$ cat config.mk
export PLATFORM = sky130hd
export DESIGN_NAME = bcl_engine_port_flat
export DESIGN_NICKNAME = d
export VERILOG_FILES = /design/src/common/bcl_pkg.sv /design/src/common/bcl_bus_if.sv /design/src/verilog/bcl_byte_loader.sv /design/src/verilog/bcl_engine_port.sv /design/src/flat_wrapper.sv
export VERILOG_INCLUDE_DIRS = /design/src /design/src/common
export SDC_FILE = /design/constraint.sdc
export NUM_CORES = 1
export LEC_CHECK = 0
export ABC_AREA = 1
export BUFFER_PORTS_ARGS = -buffer_cell sky130_fd_sc_hd__buf_2
export CAP_MARGIN = 10
export CORE_ASPECT_RATIO = 1.5
export CORE_MARGIN = 5
export CORE_UTILIZATION = 50
export CTS_CLUSTER_DIAMETER = 80
export DETAILED_ROUTE_END_ITERATION = 12
export MAX_ROUTING_LAYER = met4
export PLACE_DENSITY_LB_ADDON = 0.08
export SLEW_MARGIN = 10
export SYNTH_ARGS = -nofsm -noshare
export SYNTH_HDL_FRONTEND = slang
export SYNTH_SLANG_ARGS = --single-unit
$ cat constraint.sdc
create_clock -name ref_clk -period 2.6 [get_ports ref_clk]
set_input_delay 0.39 -clock ref_clk [delete_from_list [all_inputs] [get_ports ref_clk]]
set_output_delay 0.39 -clock ref_clk [all_outputs]
set_load 0.02 [all_outputs]
$ cat src/common/bcl_defines.svh
// Offsets, field positions, reset values and timing counts of the cipher load port
`ifndef BCL_DEFINES_SVH
`define BCL_DEFINES_SVH

// Engine register map on the byte bus
`define BCL_OFF_DATA 12'hfb8
`define BCL_OFF_KEY 12'hfb9
`define BCL_OFF_CTRL 12'hfba
`define BCL_OFF_STAT 12'hfbb

// Engine control fields
`define BCL_CTL_EN 0
`define BCL_CTL_DECRYPT 1
`define BCL_CTL_VSEL 2
`define BCL_CTL_MODE_LO 3
`define BCL_CTL_MODE_HI 4
`define BCL_CTL_IRQ 5
`define BCL_CTL_AUTODIS 7
`define BCL_CTL_WMASK 8'hbf
`define BCL_CTL_RESET 8'h00

// Engine status fields
`define BCL_ST_LOADED_DATA 0
`define BCL_ST_LOADED_KEY 1
`define BCL_ST_LOADED_VEC 2
`define BCL_ST_ERROR 3
`define BCL_ST_BUSY 7

// Modes that consume the chaining vector
`define BCL_MODE_OFB 2'b01
`define BCL_MODE_CBC 2'b10

// Load length and stand-in operation length
`define BCL_BLOCK_BYTES 16
`define BCL_OP_CYCLES 12

// Controller register map on Avalon-MM, byte addresses
`define BCL_H_OFF_ADDR 5'h00
`define BCL_H_OFF_WDATA 5'h04
`define BCL_H_OFF_CMD 5'h08
`define BCL_H_OFF_RDATA 5'h0c
`define BCL_H_OFF_IRQ_STAT 5'h10
`define BCL_H_OFF_IRQ_MASK 5'h14
`define BCL_H_OFF_STATE 5'h18
`define BCL_H_CMD_WRITE 0
`define BCL_H_CMD_READ 1
`define BCL_H_EV_DONE 0
`define BCL_H_EV_ERROR 1

`endif

$ cat src/common/bcl_pkg.sv
// Types shared by both ends of the cipher load port
package bcl_pkg;
    typedef logic [7:0] bcl_byte_t;
    typedef logic [127:0] bcl_block_t;

    typedef enum logic [1:0] {
        BCL_H_IDLE = 2'b00,
        BCL_H_RDWAIT = 2'b01
    } bcl_host_state_t;

    function automatic logic bcl_uses_vector(input logic [1:0] mode);
        return (mode == 2'b01) || (mode == 2'b10);
    endfunction : bcl_uses_vector
endpackage : bcl_pkg

$ cat src/common/bcl_bus_if.sv
// Byte-wide register bus between the controller and the engine port
interface bcl_bus_if;
    logic [11:0] addr;
    logic wr_en;
    logic rd_en;
    logic [7:0] wdata;
    logic [7:0] rdata;
    logic rvalid;

    modport dev (
        input addr,
        input wr_en,
        input rd_en,
        input wdata,
        output rdata,
        output rvalid
    );

    modport host (
        output addr,
        output wr_en,
        output rd_en,
        output wdata,
        input rdata,
        input rvalid
    );
endinterface : bcl_bus_if

$ cat src/verilog/bcl_byte_loader.sv
// Byte-serial loader that assembles a block, first byte into the top byte
`include "bcl_defines.svh"
module bcl_byte_loader #(
    parameter int BYTES = `BCL_BLOCK_BYTES
) (
    input wire logic ref_clk,
    input wire logic sys_rst,
    input wire logic clear,
    input wire logic load,
    input wire logic [7:0] byte_in,
    output logic [8*BYTES-1:0] block_out,
    output logic last
);
    localparam int CNTW = $clog2(BYTES);
    localparam logic [CNTW-1:0] CNT_LAST = CNTW'(BYTES - 1);

    logic [CNTW-1:0] cnt_reg;

    assign last = load && (cnt_reg == CNT_LAST);

    always_ff @(posedge ref_clk) begin
        if (sys_rst || clear) begin
            cnt_reg <= '0;
        end else if (load) begin
            cnt_reg <= last ? '0 : cnt_reg + 1'b1;
        end
    end

    // Shifting left leaves the first byte on top after a full load
    always_ff @(posedge ref_clk) begin
        if (sys_rst || clear) begin
            block_out <= '0;
        end else if (load) begin
            block_out <= {block_out[8*BYTES-9:0], byte_in};
        end
    end
endmodule : bcl_byte_loader

$ cat src/verilog/bcl_engine_port.sv
// Register front end of the block cipher engine: key, vector and data load ports
//
// The Avalon-MM interface to the registers was left to the implementer.
`include "bcl_defines.svh"
// Notes on behaviour
// - Shared address routed by vector-select bit
// - Data port: writes input, reads result
// - Sixteen data bytes set data-loaded flag
// - Software loads key and vector before data
// - Data or vector write while busy: error
// - Vector used only in feedback, chaining modes
// - Sixteen vector bytes set vector-loaded flag
// - Sixteen key bytes set key-loaded flag
// - Finish key load before data load
// - Key write while busy: dropped, error set
// - Disable clears key; reload after enable
// - Vector select at control bit two
// - Writing go starts; busy until done
// - Status bits three..zero; reset on disable
module bcl_engine_port
    import bcl_pkg::*;
#(
    parameter int OP_CYCLES = `BCL_OP_CYCLES
) (
    input wire logic ref_clk,
    input wire logic sys_rst,
    bcl_bus_if.dev bus,
    output logic op_busy,
    output logic op_done
);
    localparam int CW = $clog2(OP_CYCLES + 1);
    localparam logic [CW-1:0] OP_LAST = CW'(OP_CYCLES - 1);

    logic [7:0] ctrl_reg;
    logic busy_reg;
    logic err_reg;
    logic vld_reg;
    logic kld_reg;
    logic dld_reg;
    logic done_reg;
    logic [CW-1:0] op_cnt_reg;
    bcl_block_t res_reg;
    logic [7:0] rdata_reg;
    logic rvalid_reg;

    logic en;
    logic vsel;
    logic [1:0] mode;
    logic hit_shared;
    logic hit_key;
    logic hit_ctrl;
    logic hit_stat;
    logic port_wr;
    logic wr_ok;
    logic acc_d;
    logic acc_v;
    logic acc_k;
    logic err_set;
    logic vec_ok;
    logic sw_start;
    logic auto_start;
    logic start;
    logic finish;
    logic rd_result;
    logic d_last;
    logic v_last;
    logic k_last;
    bcl_block_t key_blk;
    bcl_block_t vec_blk;
    bcl_block_t dat_blk;
    bcl_block_t chain_term;

    assign en = ctrl_reg[`BCL_CTL_EN];
    assign vsel = ctrl_reg[`BCL_CTL_VSEL];
    assign mode = ctrl_reg[`BCL_CTL_MODE_HI:`BCL_CTL_MODE_LO];

    assign hit_shared = (bus.addr == `BCL_OFF_DATA);
    assign hit_key = (bus.addr == `BCL_OFF_KEY);
    assign hit_ctrl = (bus.addr == `BCL_OFF_CTRL);
    assign hit_stat = (bus.addr == `BCL_OFF_STAT);

    // Writes to the load ports while disabled are dropped silently: the
    // loaders are held clear then, so nothing could be kept anyway
    assign port_wr = bus.wr_en && (hit_shared || hit_key);
    assign wr_ok = port_wr && en && !busy_reg;
    assign acc_d = wr_ok && hit_shared && !vsel;
    assign acc_v = wr_ok && hit_shared && vsel;
    assign acc_k = wr_ok && hit_key;
    assign err_set = port_wr && en && busy_reg;

    assign vec_ok = !bcl_uses_vector(mode) || vld_reg;
    assign sw_start = bus.wr_en && hit_stat && bus.wdata[`BCL_ST_BUSY]
        && en && !busy_reg;
    // Auto-start waits for every load it needs and for vector select to drop
    assign auto_start = !ctrl_reg[`BCL_CTL_AUTODIS] && en && !busy_reg && !vsel
        && dld_reg && kld_reg && vec_ok;
    assign start = sw_start || auto_start;
    assign finish = busy_reg && (op_cnt_reg == OP_LAST);

    assign rd_result = bus.rd_en && hit_shared && !vsel;
    assign chain_term = bcl_uses_vector(mode) ? vec_blk : '0;

    // Disabling the engine wipes the key, vector and all byte counters
    bcl_byte_loader #(
        .BYTES(`BCL_BLOCK_BYTES)
    ) u_key_loader (
        .ref_clk(ref_clk),
        .sys_rst(sys_rst),
        .clear(!en),
        .load(acc_k),
        .byte_in(bus.wdata),
        .block_out(key_blk),
        .last(k_last)
    );

    bcl_byte_loader #(
        .BYTES(`BCL_BLOCK_BYTES)
    ) u_vec_loader (
        .ref_clk(ref_clk),
        .sys_rst(sys_rst),
        .clear(!en),
        .load(acc_v),
        .byte_in(bus.wdata),
        .block_out(vec_blk),
        .last(v_last)
    );

    bcl_byte_loader #(
        .BYTES(`BCL_BLOCK_BYTES)
    ) u_dat_loader (
        .ref_clk(ref_clk),
        .sys_rst(sys_rst),
        .clear(!en),
        .load(acc_d),
        .byte_in(bus.wdata),
        .block_out(dat_blk),
        .last(d_last)
    );

    always_ff @(posedge ref_clk) begin
        if (sys_rst) begin
            ctrl_reg <= `BCL_CTL_RESET;
        end else if (bus.wr_en && hit_ctrl) begin
            ctrl_reg <= bus.wdata & `BCL_CTL_WMASK;
        end
    end

    always_ff @(posedge ref_clk) begin
        if (sys_rst || !en) begin
            busy_reg <= 1'b0;
        end else if (start) begin
            busy_reg <= 1'b1;
        end else if (finish) begin
            busy_reg <= 1'b0;
        end
    end

    always_ff @(posedge ref_clk) begin
        if (sys_rst || !busy_reg) begin
            op_cnt_reg <= '0;
        end else begin
            op_cnt_reg <= op_cnt_reg + 1'b1;
        end
    end

    always_ff @(posedge ref_clk) begin
        if (sys_rst) begin
            done_reg <= 1'b0;
        end else begin
            done_reg <= finish;
        end
    end

    // Stand-in for the cipher rounds: the result mixes block, key and, in OFB and CBC modes only, vector.
    // Reads rotate the result so sixteen reads return it top byte first.
    always_ff @(posedge ref_clk) begin
        if (sys_rst) begin
            res_reg <= '0;
        end else if (finish) begin
            res_reg <= dat_blk ^ key_blk ^ chain_term;
        end else if (rd_result) begin
            res_reg <= {res_reg[119:0], res_reg[127:120]};
        end
    end

    // Loaded flags: the completing byte wins over any clear in the same cycle
    always_ff @(posedge ref_clk) begin
        if (sys_rst || !en) begin
            dld_reg <= 1'b0;
        end else begin
            if (start) begin
                dld_reg <= 1'b0;
            end
            if (d_last) begin
                dld_reg <= 1'b1;
            end
        end
    end

    always_ff @(posedge ref_clk) begin
        if (sys_rst || !en) begin
            kld_reg <= 1'b0;
        end else begin
            if (acc_k) begin
                kld_reg <= 1'b0;
            end
            if (k_last) begin
                kld_reg <= 1'b1;
            end
        end
    end

    // A single vector byte drops the flag until the next full load
    always_ff @(posedge ref_clk) begin
        if (sys_rst || !en) begin
            vld_reg <= 1'b0;
        end else begin
            if (acc_v) begin
                vld_reg <= 1'b0;
            end
            if (v_last) begin
                vld_reg <= 1'b1;
            end
        end
    end

    always_ff @(posedge ref_clk) begin
        if (sys_rst || !en) begin
            err_reg <= 1'b0;
        end else if (err_set) begin
            err_reg <= 1'b1;
        end
    end

    // Key and vector read as zero; reserved status bits read as zero
    always_ff @(posedge ref_clk) begin
        if (sys_rst) begin
            rdata_reg <= 8'h00;
        end else if (bus.rd_en) begin
            if (rd_result) begin
                rdata_reg <= res_reg[127:120];
            end else if (hit_ctrl) begin
                rdata_reg <= ctrl_reg;
            end else if (hit_stat) begin
                rdata_reg <= {busy_reg, 3'h0, err_reg, vld_reg, kld_reg, dld_reg};
            end else begin
                rdata_reg <= 8'h00;
            end
        end
    end

    always_ff @(posedge ref_clk) begin
        if (sys_rst) begin
            rvalid_reg <= 1'b0;
        end else begin
            rvalid_reg <= bus.rd_en;
        end
    end

    assign bus.rdata = rdata_reg;
    assign bus.rvalid = rvalid_reg;
    assign op_busy = busy_reg;
    assign op_done = done_reg;
endmodule : bcl_engine_port

$ cat src/flat_wrapper.sv
// flat-port wrapper written by rule: the top's interface ports become plain ports
module bcl_engine_port_flat import bcl_pkg::*;
#(
    parameter int OP_CYCLES = `BCL_OP_CYCLES
)
  (ref_clk, sys_rst, op_busy, op_done, bus_addr, bus_wr_en, bus_rd_en, bus_wdata, bus_rdata, bus_rvalid);
  bcl_bus_if bus_i ();
  input wire logic ref_clk;
  input wire logic sys_rst;
  output logic op_busy;
  output logic op_done;
  input wire logic [$bits(bus_i.addr)-1:0] bus_addr;
  input wire logic [$bits(bus_i.wr_en)-1:0] bus_wr_en;
  input wire logic [$bits(bus_i.rd_en)-1:0] bus_rd_en;
  input wire logic [$bits(bus_i.wdata)-1:0] bus_wdata;
  output wire logic [$bits(bus_i.rdata)-1:0] bus_rdata;
  output wire logic [$bits(bus_i.rvalid)-1:0] bus_rvalid;
  assign bus_i.addr = bus_addr;
  assign bus_i.wr_en = bus_wr_en;
  assign bus_i.rd_en = bus_rd_en;
  assign bus_i.wdata = bus_wdata;
  assign bus_rdata = bus_i.rdata;
  assign bus_rvalid = bus_i.rvalid;
  bcl_engine_port #(.OP_CYCLES(OP_CYCLES)) u_core (.ref_clk(ref_clk), .sys_rst(sys_rst), .bus(bus_i), .op_busy(op_busy), .op_done(op_done));
endmodule
==> out/qor.yml <==
clockBufferDepth: 3
finalCritPeriodShare_pct: 79.58
cts_buffers: 53
crit_type: "register to register"
core_sq_mm: 0.04660
first_global_vias: 19950
finish.instance_area_sq_mm: 0.02589
cts_tree: "yes"
post-dp-hpwl_mm: 34.41
start_util_pct: 50.42
pwr-share-comb_pct: 0.8
p_leak_uw: 0.01229
cts_hold_buf: 0
fillers: 4516
synth_fp_nets: 3255
drive_above_1_share_pct: 5.679
ys_ff_latch: 550
fin_cells: 3782
finalCriticalPeriod_ps: 2069
nNetsFinal: 3178
die_height_um: 275.5
die_area_sq_mm: 0.05152
ys_top_cells_by_area: "dfxtp_1 47%, nor2_1 9.9%, o21ai_0 8.7%"
cpLargestDelayFamily: "simple AND/OR/NAND/NOR gates"
final_common_cell: "nor2_1"
ir_worst_vdd_uv: 509.1
hp-class: "primary input to register"
io_buffers: 34
max_freq_ghz: 0.4833
cts.clk_slew.worst_paths_ps: 60
yosysUniqueCellTypes: 33
ys_seq_area_share_pct: 46.86
dp_cells: 3689
grt_max_degree: 112
cts-resized-gates: 0
clock_latency_ps: 580
crit_top_cell: "nand2_1"
hold_slack_ps: 115.6
setup_viol: 0
cts_setup_buffers: 0
maxCapViolCount: 0
drt_first_pass_iters: 5
pin_count: 35
num_rows: 97
tns_ps: 0
clock-skew-final_ps: 17.60
grt_pass1_wl_mm: 99.27
cts-root-buf: "clkbuf_16"
rsz0062_at_grt: "false"
power.total_uw: 16100
viasPerCell: 5.406
syn_area_per_cell_sq_um: 7.282
routedWlPerCell_um: 15.71
max_stage_delay_ps: 360
cp-start-kind: "register"
synthCells: 3227
p_int_uw: 12800
pwr-share-seq_pct: 52.4
yosys.area.top_type: "dfxtp_1"
relSlewSlack_pct: 59.27
yosys_warnings: 0
synthesis.area_sq_mm: 0.02350
grt-ovfl-total: 0
area_delta_synth_final_pct: 10.18
swShare_pct: 20.48
antenna_found_initial: 1
wl_mm: 59.40
hold_violations: 0
status: "finished clean"
antenna_left: 0
worstMarginPinSlew_ps: 611.0
htreeDepth: 2
crit_slowest_cell: "nor2_4"
power_density_mw_per_mm2: 621.7
crit_chain: "ha_1, nand2_1, nor3_4, buf_4, nor2_4, buf_12, nand2_1, nand3_1, nand2_1, inv_1"
gp_congestion: 0.8183
synth_top_area_share_pct: 46.86
drc_errors: 0
final_max_slew_viol_count: 0
endpoint_kind: "register"
power_switching_uw: 3297
crit_buf_inv: 3
dr_total_vias: 20450
cp_max_fo: 60
final_cell_mix: "619 x nor2_1, 550 x dfxtp_1, 409 x o21ai_0, 304 x nand2_1, 293 x a21oi_1"
post_dp_cell_area_sq_mm: 0.02420
initialDrtViolationCount: 1406
fp.dieW_um: 187
clock_sinks: 550
grt.total_usage_pct: 23.33
clock_power_share_pct: 46.8
arrival_ps: 2590
required_ps: 3120
cells by family (layout without fill, tap and decap cells):
family	Yosys count	after routing	share of synthesized area (%)
compound gates	851	851	18.37
xor+xnor	133	133	4.957
fa+ha+maj	4	4	0.2130
buf+inv	487	447	8.610
flops	550	550	46.86
other cells	0	1	0
simple gates	1202	1202	20.99
power by group through the flow:
stage,Sequential (uW),Clock [uW],Combinational [uW]
after floorplan,8630,0,57.0
after global placement,8620,0,132
after detailed placement,8620,0,132
after CTS,8430,7720,133
after global routing,8430,8060,142
final,8430,7530,133
synth_stat cells, drive strengths merged:
cell	number
a21oi	293
a31o	1
a31oi	23
a41oi	1
buf	115
clkbuf	99
clkinv	1
dfxtp	550
ha	4
inv	272
nand2	305
nand3	254
nand3b	5
nand4	4
nor2	628
nor3	4
o211ai	2
o21ai	524
o21bai	6
o22ai	1
or2	2
xnor2	3
xor2	130
per-stage QoR:
step | worst slack, ps | utilization, %
4_1_cts | 525.6 | 55.55
6_report | 530.8 | 55.55
3_3_place_gp | 291.2 | 51.93
2_1_floorplan | 814.6 | -
5_1_grt | 373.0 | 55.55
3_5_place_dp | 260.9 | 51.93
worst reg2reg max path, delay by kind of cell (launching register included):
family	cells	cell delay [ps]
flip-flops	1	320
AND/OR/NAND/NOR	6	880
adder cells (fa/ha/maj)	1	200
buffers and inverters	3	610
final timing paths:
kind              slack [ps]  cells after the start                                       endpoint                       startpoint
hold / removal           120                      3  u_core.u_key_loader.block_out[4]$_SDFFE_PP0P_                     bus_wdata[4]
hold reg to reg          450                      1                u_core.op_cnt_reg[0]$_SDFF_PP0_  u_core.op_cnt_reg[0]$_SDFF_PP0_
setup / recovery         530                     10                u_core.res_reg[65]$_SDFFE_PP0P_  u_core.op_cnt_reg[0]$_SDFF_PP0_
setup reg to reg         530                     10                u_core.res_reg[65]$_SDFFE_PP0P_  u_core.op_cnt_reg[0]$_SDFF_PP0_
cell type report:
type,count,area [sq um],share of cell area [%]
antenna,1,2.502,0.009666
clock buffer,86,1623,6.268
clock inverter,6,61.31,0.2368
inverter,273,1042,4.026
multi-input combinational,2190,10490,40.51
sequential,550,11010,42.53
tap,594,743.2,2.871
timing repair buffer,82,918.4,3.547
per-layer routing:
metal	routed length (um)	global-route usage (%)	vias to the layer above	part of all wire [%]
met5	0	-	-	0
met1	26140	28.33	9578	44
met4	1344	6.659	0	2.3
li1	-	-	10340	-
met2	29440	41.35	431	50
met3	2472	2.556	98	4.2
Note: power is estimated with default switching activity, not from simulation.
